==> src/gpc_defs.svh <==
// register indices, field positions, reset values of the port block
// assumes: included by bare name wherever these constants are needed
`ifndef GPC_DEFS_SVH
`define GPC_DEFS_SVH

// word index of each register; byte address is four times the index
`define GPC_IDX_PORT 10'h106
`define GPC_IDX_INTCTL 10'h10b
`define GPC_IDX_OPTION 10'h181
`define GPC_IDX_DIR 10'h186
`define GPC_IDX_STAT 10'h200
`define GPC_IDX_MASK 10'h201

// option register fields
`define GPC_OPT_PU_BIT 7
`define GPC_OPT_EDGE_BIT 6
`define GPC_OPT_RST 8'hff

// direction register reset: all pins input
`define GPC_DIR_RST 8'hff

// interrupt control fields
`define GPC_IC_GIE_BIT 7
`define GPC_IC_XEN_BIT 4
`define GPC_IC_CEN_BIT 3
`define GPC_IC_XFL_BIT 1
`define GPC_IC_CFL_BIT 0
`define GPC_IC_MASK 8'h9b
`define GPC_IC_RST 8'h00

// event status and mask fields
`define GPC_ST_CHG_BIT 0
`define GPC_ST_EXT_BIT 1
`define GPC_ST_RST 2'h0

// lowest pin of the change-watch group
`define GPC_WATCH_LO 4

// edges after reset before the synchronised pins are trusted
`define GPC_SYNC_PRIME 2'h3

`endif

==> src/gpc_pkg.sv <==
// state types of the port block modules
// assumes: widths fixed at the documented eight pins
package gpc_pkg;

  typedef struct packed {
    logic [7:0] s1;
    logic [7:0] s2;
  } gpc_sync_st_t;

  typedef struct packed {
    logic [1:0] prime;
    logic [3:0] snap;
  } gpc_chg_st_t;

  typedef struct packed {
    logic [7:0] latch;
    logic [7:0] dir;
    logic [7:0] opt;
    logic [7:0] ic;
    logic [1:0] stat;
    logic [1:0] mask;
    logic pin0_prev;
    logic ack;
    logic [7:0] rdat;
    logic [7:0] oe;
    logic [7:0] pu;
    logic irq;
    logic wake;
  } gpc_top_st_t;

endpackage : gpc_pkg

==> src/gpc_chg_if.sv <==
// link between the port top and its change detector
// assumes: both ends on the same clock
`timescale 1ns/1ns
interface gpc_chg_if;
  logic [3:0] pins;
  logic [3:0] in_mask;
  logic refresh;
  logic [3:0] mismatch;
  logic any;

  modport ctl (output pins, output in_mask, output refresh,
    input mismatch, input any);
  modport det (input pins, input in_mask, input refresh,
    output mismatch, output any);
endinterface : gpc_chg_if

==> src/gpc_sync.sv <==
// two-stage synchroniser for the eight port pins
// assumes: pins are asynchronous to clk_i
`timescale 1ns/1ns
module gpc_sync (
  input wire logic clk_i,
  input wire logic rst_i,
  input wire logic [7:0] d_i,
  output logic [7:0] q_o
);
  gpc_pkg::gpc_sync_st_t r;
  gpc_pkg::gpc_sync_st_t n;

  always_comb
  begin
    n = r;
    n.s1 = d_i;
    n.s2 = r.s1;
  end

  always_ff @(posedge clk_i)
  begin
    if (rst_i)
    begin
      r <= '0;
    end
    else
    begin
      r <= n;
    end
  end

  assign q_o = r.s2;
endmodule : gpc_sync

==> src/gpc_chg_det.sv <==
// change detector of the upper four port pins
// assumes: pins already synchronised, refresh is a one-cycle pulse
`timescale 1ns/1ns
`include "gpc_defs.svh"
module gpc_chg_det (
  input wire logic clk_i,
  input wire logic rst_i,
  gpc_chg_if.det chg
);
  gpc_pkg::gpc_chg_st_t r;
  gpc_pkg::gpc_chg_st_t n;
  logic [3:0] mis;

  genvar i;
  generate
    for (i = 0; i < 4; i++)
    begin : g_pin
      // outputs never take part
      assign mis[i] = (r.prime == `GPC_SYNC_PRIME) & chg.in_mask[i] &
        (chg.pins[i] ^ r.snap[i]);
    end
  endgenerate

  always_comb
  begin
    n = r;
    // snapshot follows the pins until the synchroniser holds real levels
    if (chg.refresh || (r.prime != `GPC_SYNC_PRIME))
    begin
      n.snap = chg.pins;
    end
    if (r.prime != `GPC_SYNC_PRIME)
    begin
      n.prime = r.prime + 2'h1;
    end
  end

  always_ff @(posedge clk_i)
  begin
    if (rst_i)
    begin
      r <= '0;
    end
    else
    begin
      r <= n;
    end
  end

  assign chg.mismatch = mis;
  assign chg.any = |mis;
endmodule : gpc_chg_det

==> src/gpc_port.sv <==
// eight-pin port with change and edge interrupts, Wishbone slave
// assumes: classic Wishbone master on clk_i, pins asynchronous
`timescale 1ns/1ns
`include "gpc_defs.svh"

module gpc_port (
  input wire logic clk_i,
  input wire logic rst_i,
  input wire logic wb_cyc_i,
  input wire logic wb_stb_i,
  input wire logic wb_we_i,
  input wire logic [11:0] wb_adr_i,
  input wire logic [3:0] wb_sel_i,
  input wire logic [31:0] wb_dat_i,
  output logic [31:0] wb_dat_o,
  output logic wb_ack_o,
  input wire logic [7:0] pin_i,
  output logic [7:0] pin_o,
  output logic [7:0] pin_oe_o,
  output logic [7:0] pullup_en_o,
  output logic irq_o,
  output logic wake_o
);
  localparam gpc_pkg::gpc_top_st_t TOP_RST = '{
    latch: 8'h00,
    dir: `GPC_DIR_RST,
    opt: `GPC_OPT_RST,
    ic: `GPC_IC_RST,
    stat: `GPC_ST_RST,
    mask: `GPC_ST_RST,
    pin0_prev: 1'b0,
    ack: 1'b0,
    rdat: 8'h00,
    oe: 8'h00,
    pu: 8'h00,
    irq: 1'b0,
    wake: 1'b0
  };

  gpc_pkg::gpc_top_st_t r;
  gpc_pkg::gpc_top_st_t n;
  logic [7:0] pins_s;
  logic [9:0] idx;
  logic req;
  logic rd;
  logic wr;
  logic hit_port;
  logic hit_ic;
  logic hit_opt;
  logic hit_dir;
  logic hit_stat;
  logic hit_mask;
  logic ext_edge;
  logic [7:0] rval;
  logic [7:0] wval;

  gpc_chg_if chg ();

  gpc_sync u_sync (
    .clk_i(clk_i),
    .rst_i(rst_i),
    .d_i(pin_i),
    .q_o(pins_s)
  );

  gpc_chg_det u_chg (
    .clk_i(clk_i),
    .rst_i(rst_i),
    .chg(chg)
  );

  // bus decode; one request per handshake
  assign req = wb_cyc_i & wb_stb_i & ~r.ack;
  assign rd = req & ~wb_we_i;
  assign wr = req & wb_we_i & wb_sel_i[0];
  assign idx = wb_adr_i[11:2];
  assign wval = wb_dat_i[7:0];
  assign hit_port = (idx == `GPC_IDX_PORT);
  assign hit_ic = (idx == `GPC_IDX_INTCTL);
  assign hit_opt = (idx == `GPC_IDX_OPTION);
  assign hit_dir = (idx == `GPC_IDX_DIR);
  assign hit_stat = (idx == `GPC_IDX_STAT);
  assign hit_mask = (idx == `GPC_IDX_MASK);

  // change watch on the upper nibble, inputs only
  assign chg.pins = pins_s[7:`GPC_WATCH_LO];
  assign chg.in_mask = r.dir[7:`GPC_WATCH_LO];
  assign chg.refresh = req & hit_port;

  // pin 0 edge, polarity from option bit 6
  assign ext_edge = r.opt[`GPC_OPT_EDGE_BIT] ?
    (pins_s[0] & ~r.pin0_prev) :
    (~pins_s[0] & r.pin0_prev);

  always_comb
  begin
    rval = 8'h00;
    case (1'b1)
      hit_port: rval = pins_s;
      hit_ic: rval = r.ic & `GPC_IC_MASK;
      hit_opt: rval = r.opt;
      hit_dir: rval = r.dir;
      hit_stat: rval = {6'h00, r.stat};
      hit_mask: rval = {6'h00, r.mask};
      default: rval = 8'h00;
    endcase
  end

  always_comb
  begin
    n = r;
    n.ack = req;
    n.rdat = rd ? rval : 8'h00;
    n.pin0_prev = pins_s[0];
    if (wr && hit_port)
    begin
      n.latch = wval;
    end
    if (wr && hit_dir)
    begin
      n.dir = wval;
    end
    if (wr && hit_opt)
    begin
      n.opt = wval;
    end
    if (wr && hit_ic)
    begin
      n.ic = wval & `GPC_IC_MASK;
    end
    if (wr && hit_mask)
    begin
      n.mask = wval[1:0];
    end
    // hardware set beats a software clear in the same cycle
    if (chg.any)
    begin
      n.ic[`GPC_IC_CFL_BIT] = 1'b1;
    end
    if (ext_edge)
    begin
      n.ic[`GPC_IC_XFL_BIT] = 1'b1;
    end
    // event status: cleared by its read, set wins
    if (rd && hit_stat)
    begin
      n.stat = 2'h0;
    end
    if (chg.any)
    begin
      n.stat[`GPC_ST_CHG_BIT] = 1'b1;
    end
    if (ext_edge)
    begin
      n.stat[`GPC_ST_EXT_BIT] = 1'b1;
    end
    n.oe = ~n.dir;
    n.pu = {8{~n.opt[`GPC_OPT_PU_BIT]}} & n.dir;
    n.irq = (n.ic[`GPC_IC_GIE_BIT] &
      ((n.ic[`GPC_IC_CFL_BIT] & n.ic[`GPC_IC_CEN_BIT]) |
      (n.ic[`GPC_IC_XFL_BIT] & n.ic[`GPC_IC_XEN_BIT]))) |
      (|(n.stat & n.mask));
    // wake needs only the local enable, not global
    n.wake = n.ic[`GPC_IC_CFL_BIT] & n.ic[`GPC_IC_CEN_BIT];
  end

  always_ff @(posedge clk_i)
  begin
    if (rst_i)
    begin
      r <= TOP_RST;
    end
    else
    begin
      r <= n;
    end
  end

  assign wb_ack_o = r.ack;
  assign wb_dat_o = {24'h000000, r.rdat};
  assign pin_o = r.latch;
  assign pin_oe_o = r.oe;
  assign pullup_en_o = r.pu;
  assign irq_o = r.irq;
  assign wake_o = r.wake;
endmodule : gpc_port

==> config.mk <==
export PLATFORM = sky130hd
export DESIGN_NAME = gpc_port
export DESIGN_NICKNAME = d
export VERILOG_FILES = /design/src/gpc_pkg.sv /design/src/gpc_chg_if.sv /design/src/gpc_sync.sv /design/src/gpc_chg_det.sv /design/src/gpc_port.sv
export VERILOG_INCLUDE_DIRS = /design/src
export SDC_FILE = /design/constraint.sdc
export NUM_CORES = 1
export LEC_CHECK = 0
export BUFFER_PORTS_ARGS = -buffer_cell sky130_fd_sc_hd__clkbuf_2
export CORE_MARGIN = 3
export CORE_UTILIZATION = 37
export DETAILED_ROUTE_END_ITERATION = 10
export GPL_TIMING_DRIVEN = 0
export SYNTH_ARGS = -nofsm -noshare
export SYNTH_HDL_FRONTEND = slang
export SYNTH_HIERARCHICAL = 1
export SYNTH_SLANG_ARGS = --single-unit
==> constraint.sdc <==
create_clock -name clk_i -period 4.9 [get_ports clk_i]
set_input_delay 0.245 -clock clk_i [delete_from_list [all_inputs] [get_ports clk_i]]
set_output_delay 0.245 -clock clk_i [all_outputs]
set_load 0.02 [all_outputs]
* After elaboration in Yosys (flattened, before gate mapping) *
Cells that the tools add are included.

word-level totals
  bits in registers = 83
  output and inout bits = 59
  word-level logic and storage cells = 87
  input port bits = 61

operators by class
  add/subtract/negate cells = 1
  equality and inequality tests = 8
  reductions and logical operators = 10
  muxes and demuxes = 16
  bitwise logic cells = 34

operator list
  cell                  number
  $mux 8                7
  $eq 10x9->1 const B   4
  $eq 10x10->1 const B  2
  $and 1x1->1           19
  $and 8x8->8           1
  $mux 2                4
  $not 8->8             1
  $logic_and 1x1->1     6
  $not 1->1             6
  $mux 1                5
  $reduce_or 2->1       2
  $reduce_or 4->1       1
  $xor 1x1->1           4
  $add 2x1->2 const B   1
  $and 2x2->2           1
  $eq 2x2->1 const B    1
  $ne 2x2->1 const B    1
  $or 1x1->1            2
  $logic_or 1x1->1      1

* Depth between registers and ports, before layout *
Gate-level depths: netlist of the first run.

  depth after elaboration = 11
  depth in mapped cells = 7

* Hierarchy *
The synthesis of the first run kept the hierarchy.

modules (own cells, without submodules)
  module       instances  cells an instance  sequential area each (µm²)  area an instance (µm²)
  gpc_port     1          306                1221.2                      2827.7
  gpc_sync     1          33                 320.3                       464.2
  gpc_chg_det  1          30                 120.1                       300.3

* Worst setup path before layout of the first run *
OpenSTA, ideal clock, no wires.

  path kind = flip-flop to flip-flop
  start = register r (netlist bit wb_ack_o)
  end = register r (netlist bit irq_o)
  required time = 4.767 ns
  buffers on the path = 2
  cell stages (with the launch flop) = 8
  path slack = 2.984 ns
  arrival = 1.782 ns
  path through = dfxtp_1 -> nand3b_1 -> nor2_1 -> clkbuf_1 -> clkbuf_1 -> a31oi_1 -> o221ai_1 -> o311ai_1

on the way
  word-level cells in the longest chain between the ends = 11
  elaborated cells on any way between the ends = 22

RTL lines
  what                                   RTL line                          RTL
  start: declaration                     gpc_port.sv:40                    gpc_pkg::gpc_top_st_t r;
  start signal: assignment               gpc_port.sv:175                   r <= n;
  $not 1->1 *                            gpc_port.sv:73                    assign req = wb_cyc_i & wb_stb_i & ~r.ack;
  $and 1x1->1 *                          gpc_port.sv:73
  $and 1x1->1 (2 in series)              gpc_port.sv:75                    assign wr = req & wb_we_i & wb_sel_i[0];
  $logic_and 1x1->1                      gpc_port.sv:127                   if (wr && hit_ic)
  $mux 8                                 gpc_port.sv:127
  $mux 1, on equally long branches       gpc_port.sv:136, gpc_port.sv:140
  $and 1x1->1, on equally long branches  gpc_port.sv:160, gpc_port.sv:161
  $or 1x1->1                             gpc_port.sv:160                   ((n.ic[`GPC_IC_CFL_BIT] & n.ic[`GPC_IC_CEN_BIT]) |
  $and 1x1->1                            gpc_port.sv:159                   n.irq = (n.ic[`GPC_IC_GIE_BIT] &
  $or 1x1->1 *                           gpc_port.sv:159

Every way passes the cells marked *; elsewhere a longest branch is shown, timed or not.
A chain may end at the register's enable or synchronous reset.

* Final worst setup path of the first run *
Same ends and word-level chain as after synthesis.

==> results of run 1 <==
==> critical path: cells and delay by family (launching register included) <==
kind / cells / cell delay (ps)
compound gates: 3 / 530
simple gates: 2 / 520
buf+inv: 2 / 800
flops: 1 / 320
==> through the flow <==
step | utilization, % | setup slack (ps) | hold WS (ps) | instances
after CTS | 46.95 | 2627 | 75.00 | 603
after global placement | 44.71 | 2639 | 421.1 | 587
final | 46.95 | 2593 | 88.75 | 603
after floorplan | - | 2984 | 317.4 | 392
after detailed placement | 44.71 | 2646 | 426.3 | 587
after global routing | 46.95 | 2352 | 69.67 | 603
==> cell type report <==
cell class                 instances  share of cell area, %
buffer                            70                  11.23
clock buffer                      10                  3.143
clock inverter                     6                  1.629
inverter                           6                 0.5143
multi-input combinational        233                  34.31
sequential                        83                  37.94
tap                              129                  3.686
timing repair buffer              66                  7.543
==> power breakdown <==
part / internal (mW) / switching [mW]
clock network: 0.253 / 0.245
logic: 0.0473 / 0.0624
registers: 0.688 / 0.00786
==> path summary, 6_finish.rpt <==
kind               startpoint            end  slack, ps  depth (start not counted)
setup reg to reg     wb_ack_o          irq_o       2590                          7
hold reg to reg   u_sync/n[4]  u_sync/q_o[4]        440                          1
setup / recovery     wb_ack_o          irq_o       2590                          7
hold / removal       pin_i[3]    u_sync/n[3]         90                          2
==> state kept, by name, indices dropped and copies added, names as in the netlist <==
register,count
irq_o,1
u_sync/n,8
u_sync/q_o,8
pin_o,8
pullup_en_o,8
pin_oe_o,8
wb_ack_o,1
wake_o,1
u_chg/r,6
wb_dat_o,8
r,22
chg.in_mask,4
==> cells in the mapped netlist (2+ instances only) <==
cell	n
clkbuf_1	8
inv_1	6
buf_4	56
nor2_2	8
nand2_1	35
a221oi_1	2
nor2b_2	7
nor2_1	19
nand2_2	2
a21oi_1	16
nand2b_1	3
a21o_1	2
nor2b_1	4
mux2i_1	18
a222oi_1	6
and2_1	8
buf_6	2
or4b_4	2
xor2_1	5
nand3b_1	3
o21ai_1	3
nor4_1	3
nor3_4	3
nand3_1	20
dfxtp_1	83
buf_2	3
and2b_2	6
and3_1	5
==> per-layer routing <==
layer  part of all wire, %  wire (µm)  GRT usage (%)  vias up
li1                      -          -              -     1377
met1                    43       3162          17.08     1210
met2                    48       3564          23.20       96
met3                   6.7        496          3.891       17
met4                   2.5        189          7.312        0
met5                     0          0              0        -
==> logic make-up after synthesis <==
family          count (synthesis)
compound gates                 42
xor+xnor                        5
fa+ha+maj                       1
buf+inv                        76
flops                          83
mux                            18
other cells                     1
simple gates                  143
==> impl_metrics.toml, run 1 <==
[cts]
h-tree-depth = 3
cts_resized = 0
insertion_delay_ps = 360
cts_tree = "yes"
hold_buffers = 0
cts.clk_slew.worst_paths_ps = 80
post-cts-setup-buffers = 0
clkSinkCount = 83
cts_root_buffer = "clkbuf_8"
numCtsBuffers = 9
cts_buffer_depth = 2

[final_layout]
seq_area_um2 = 1662
areaGrowthSynthToFinish_pct = 21.91
diodes = 0
nets = 531
drive_above_1_share_pct = 37.13
layout_common_cells = "83 x dfxtp_1, 66 x clkbuf_2, 56 x buf_4"
final_common_cell = "dfxtp_1"
nFillCells = 920
multi_input_area_um2 = 1503
design_area_um2 = 4379

[synth]
synth-async-reset-ratio_pct = 0
synth_top_family_by_area = "simple AND/OR/NAND/NOR gates"
yosys.area_share.simple_pct = 24.38
synth-compound-area-share_pct = 8.359
synthMuxAreaShare_pct = 5.016
syn-cell-area_um2 = 3592
synthFlopType = "dfxtp_1"
avgSynthCellArea_um2 = 9.735
ys_top_cells_by_area = "dfxtp_1 46%, buf_4 12%, mux2i_1 5.0%"
synth_xor_area_share_pct = 1.219
syn-instance-count = 369
synth_area_leader_cell = "dfxtp_1"
synth_edf_count = 0
synth_warnings = 6
synth_adder_area_share_pct = 0.3483
synth_top_area_share_pct = 46.26
ys_ff_latch = 83
synth.yosys.seq_area_share_pct = 46.26
synth.distinct_cells = 59

[global_routing]
grt_max_degree = 18
track_usage_pct = 14.21
grt_pass1_wl_mm = 12.32
grt_overflow = 0
grt_pass1_vias = 2579
antenna_found_initial = 0

[sta]
setup_viol = 0
hold_viol_final = 0
tightest_slew_ps = 626.4
finalCritPeriodShare_pct = 47.08
skew_ps = 10.16
tns_ps = 0
fmax_mhz = 433.5
slew_violations = 0
rsz0062_at_grt = "no"
period_needed_ps = 2307
slew-limit-headroom_pct = 57.85

[critical_path]
cp_max_fo = 10
critPathRequiredTime_ps = 5120
end_kind = "flop"
cp_slowest_cell = "clkbuf_1"
cp_data_arrival_time_ps = 2520
critical_path_class = "flop to flop"
start_kind = "flop"
slowest_delay_ps = 430
cp_common_cell = "clkbuf_1"
worstPathCellList = "nand3b_1 > nor2_1 > clkbuf_1 > clkbuf_1 > a31oi_1 > o221ai_1 > o311ai_1"

[die]
die_y_um = 104.5
ios = 120
core_um2 = 9328
start_util_pct = 38.51
dieArea_um2 = 10930
die_w_um = 104.5
rows = 35

[job]
cap_violations = 0

[placement]
routabilityCongestion = 0.8769
port_buffers = 66
place_area_um2 = 4170
hpwl_mm = 5.765

[route]
via_per_inst = 4.478
dr_total_vias = 2700
routedWlPerCell_um = 12.29
wirelength_mm = 7.413
ant_nets = 0
drt-initial-drc-count = 210
first_pass_iters = 5
drc = 0

[pwr]
leakagePower_nw = 2.152
p_per_area_nw_per_um2 = 297.8
ir_drop_v = 0.0002128
power.total_mw = 1.304

[status]
status = "finished, final reports clean"

[min_path]
hp-class = "input pin to flop"
Power figures use the tool's default switching activity.
==> run 2, diff against run 1 <==
==> constraint.sdc (replaced) <==
create_clock -name clk_i -period 1.9 [get_ports clk_i]
set_input_delay 0.095 -clock clk_i [delete_from_list [all_inputs] [get_ports clk_i]]
set_output_delay 0.095 -clock clk_i [all_outputs]
set_load 0.02 [all_outputs]
==> run 2 against run 1 <==
Compared with the run above:
- worst hold slack got worse by 50 ps
- power grew to 2.5 times the previous value
- largest power group unchanged
- non-clock buffer count grew 10
- clock power up 140%
- sequential power rose to 2.6 times the previous value
- wire length increased by 5.1%
- via count increased by 2.4%
- global-route usage grew 0.25 points
- setup slack got worse by 2600 ps
- register-to-register slack worse by 2600 ps
==> impl_metrics.toml, run 2 (synthesized netlist as in run 1, its figures left out) <==
[pwr]
leakagePower_nw = 2.157
p_clk_share_pct = 35.9
internal_power_mw = 2.550
netSwitchingFraction_pct = 23.08
power_frac_comb_pct = 9.7
p_switching_mw = 0.7653
p_seq_share_pct = 54.4
power.total_mw = 3.316
ir_drop_v = 0.0004017
p_per_area_nw_per_um2 = 731.3

[final_layout]
largest_register = "r"
nFillCells = 900
nets = 541
layout_common_cells = "79 x dfxtp_1, 66 x clkbuf_2, 58 x buf_4"
drive_above_1_share_pct = 40.66
post-route-util_pct = 48.61
areaGrowthSynthToFinish_pct = 26.23
largest_reg_flops = 22
diodes = 0
final_common_cell = "dfxtp_1"

[critical_path]
critical_path_class = "flop to flop"
cp_slowest_cell = "or4_4"
slowest_delay_ps = 560
critPathRequiredTime_ps = 2100
end_kind = "flop"
cp_data_arrival_time_ps = 2090
start_kind = "flop"
worstPathCellList = "ha_4 > and3_4 > or4_4 > a22oi_2 > o22a_1 > o311ai_2"
cp_max_fo = 6

[die]
core_um2 = 9328
ios = 120
start_util_pct = 38.51
dieArea_um2 = 10930
die_y_um = 104.5
die_w_um = 104.5
rows = 35

[cts]
cts_tree = "yes"
h-tree-depth = 3
insertion_delay_ps = 340
cts_root_buffer = "clkbuf_8"
numCtsBuffers = 9
cts.clk_slew.worst_paths_ps = 80
clkSinkCount = 83
cts_buffer_depth = 2

[route]
drt-initial-drc-count = 180
drc = 0
wirelength_mm = 7.794
dr_total_vias = 2766
via_per_inst = 4.527
ant_nets = 0
first_pass_iters = 6
routedWlPerCell_um = 12.76

[sta]
fmax_mhz = 529.3
finalCritPeriodShare_pct = 99.44
skew_ps = 6.499
rsz0062_at_grt = "yes"
slew-limit-headroom_pct = 51.72
setup_viol = 0
hold_viol_final = 0
period_needed_ps = 1889
slew_violations = 0
tightest_slew_ps = 717.6

[placement]
port_buffers = 66
hpwl_mm = 5.859
routabilityCongestion = 0.8733

[global_routing]
grt_pass1_wl_mm = 12.52
antenna_found_initial = 0
grt_overflow = 0
grt_max_degree = 18
track_usage_pct = 14.46
grt_pass1_vias = 2596

[min_path]
hp-class = "input pin to flop"

[job]
cap_violations = 0

[status]
status = "finished, final reports clean"
[run 2: worst max-delay path: cells and delay by family, from the launching register on]
kind	cells	cell delay [ps]
flops	1	340
simple gates	2	700
compound gates	3	530
fa+ha+maj	1	170
[run 2: repair_timing]
item                       4_1_cts  5_1_grt
hold endpoints to repair         8        0
setup endpoints to repair       35       38
hold buffers                     8        0
pin swaps                        4        2
gates resized for setup         13       12
buffers inserted                 2        0
[run 2: per-stage QoR]
step	hold WS [ps]	std cells	setup TNS [ps]	worst slack (ps)	instance area, µm²
3_3_place_gp	305.4	587	-5329	-241.5	4172
6_report	38.82	611	0	10.73	4534
5_1_grt	42.15	611	-133.3	-57.44	4534
4_1_cts	8.267	611	-1.875	-1.875	4492
3_5_place_dp	311.8	587	-4776	-207.4	4172
2_1_floorplan	167.4	392	0	64.45	3680
[run 2: cell type report]
cell class	instances	area [µm²]	share of cell area (%)
multi-input combinational	233	1574	34.71
inverter	6	22.52	0.4967
buffer	70	503.0	11.09
tap	129	161.4	3.560
clock buffer	11	141.4	3.118
timing repair buffer	76	425.4	9.382
sequential	83	1667	36.75
clock inverter	3	40.04	0.8830
[run 2: power groups by stage]
stage          logic, mW  clock network, mW  registers (mW)
2_1_floorplan      0.201                  0            1.83
3_3_place_gp       0.280                  0            1.83
3_5_place_dp       0.283                  0            1.84
4_1_cts            0.316               1.23            1.80
5_1_grt            0.352               1.29            1.81
6_report           0.322               1.19            1.80
[run 2: metal layers]
layer  vias up  part of all wire, %  track usage [%]
met5         -                    0                0
met4         0                 0.99            5.603
met3         6                  6.2            3.088
met2        96                   49            25.37
met1      1265                   44            17.21
li1       1399                    -                -
[run 2: worst paths after layout]
path                    to  cells past startpoint  slack (ps)   startpoint
min reg2reg  u_sync/q_o[4]                      1         440  u_sync/n[4]
min                  r[42]                      3          40  wb_dat_i[2]
max                  irq_o                      6          10   u_chg/r[5]
max reg2reg          irq_o                      6          10   u_chg/r[5]
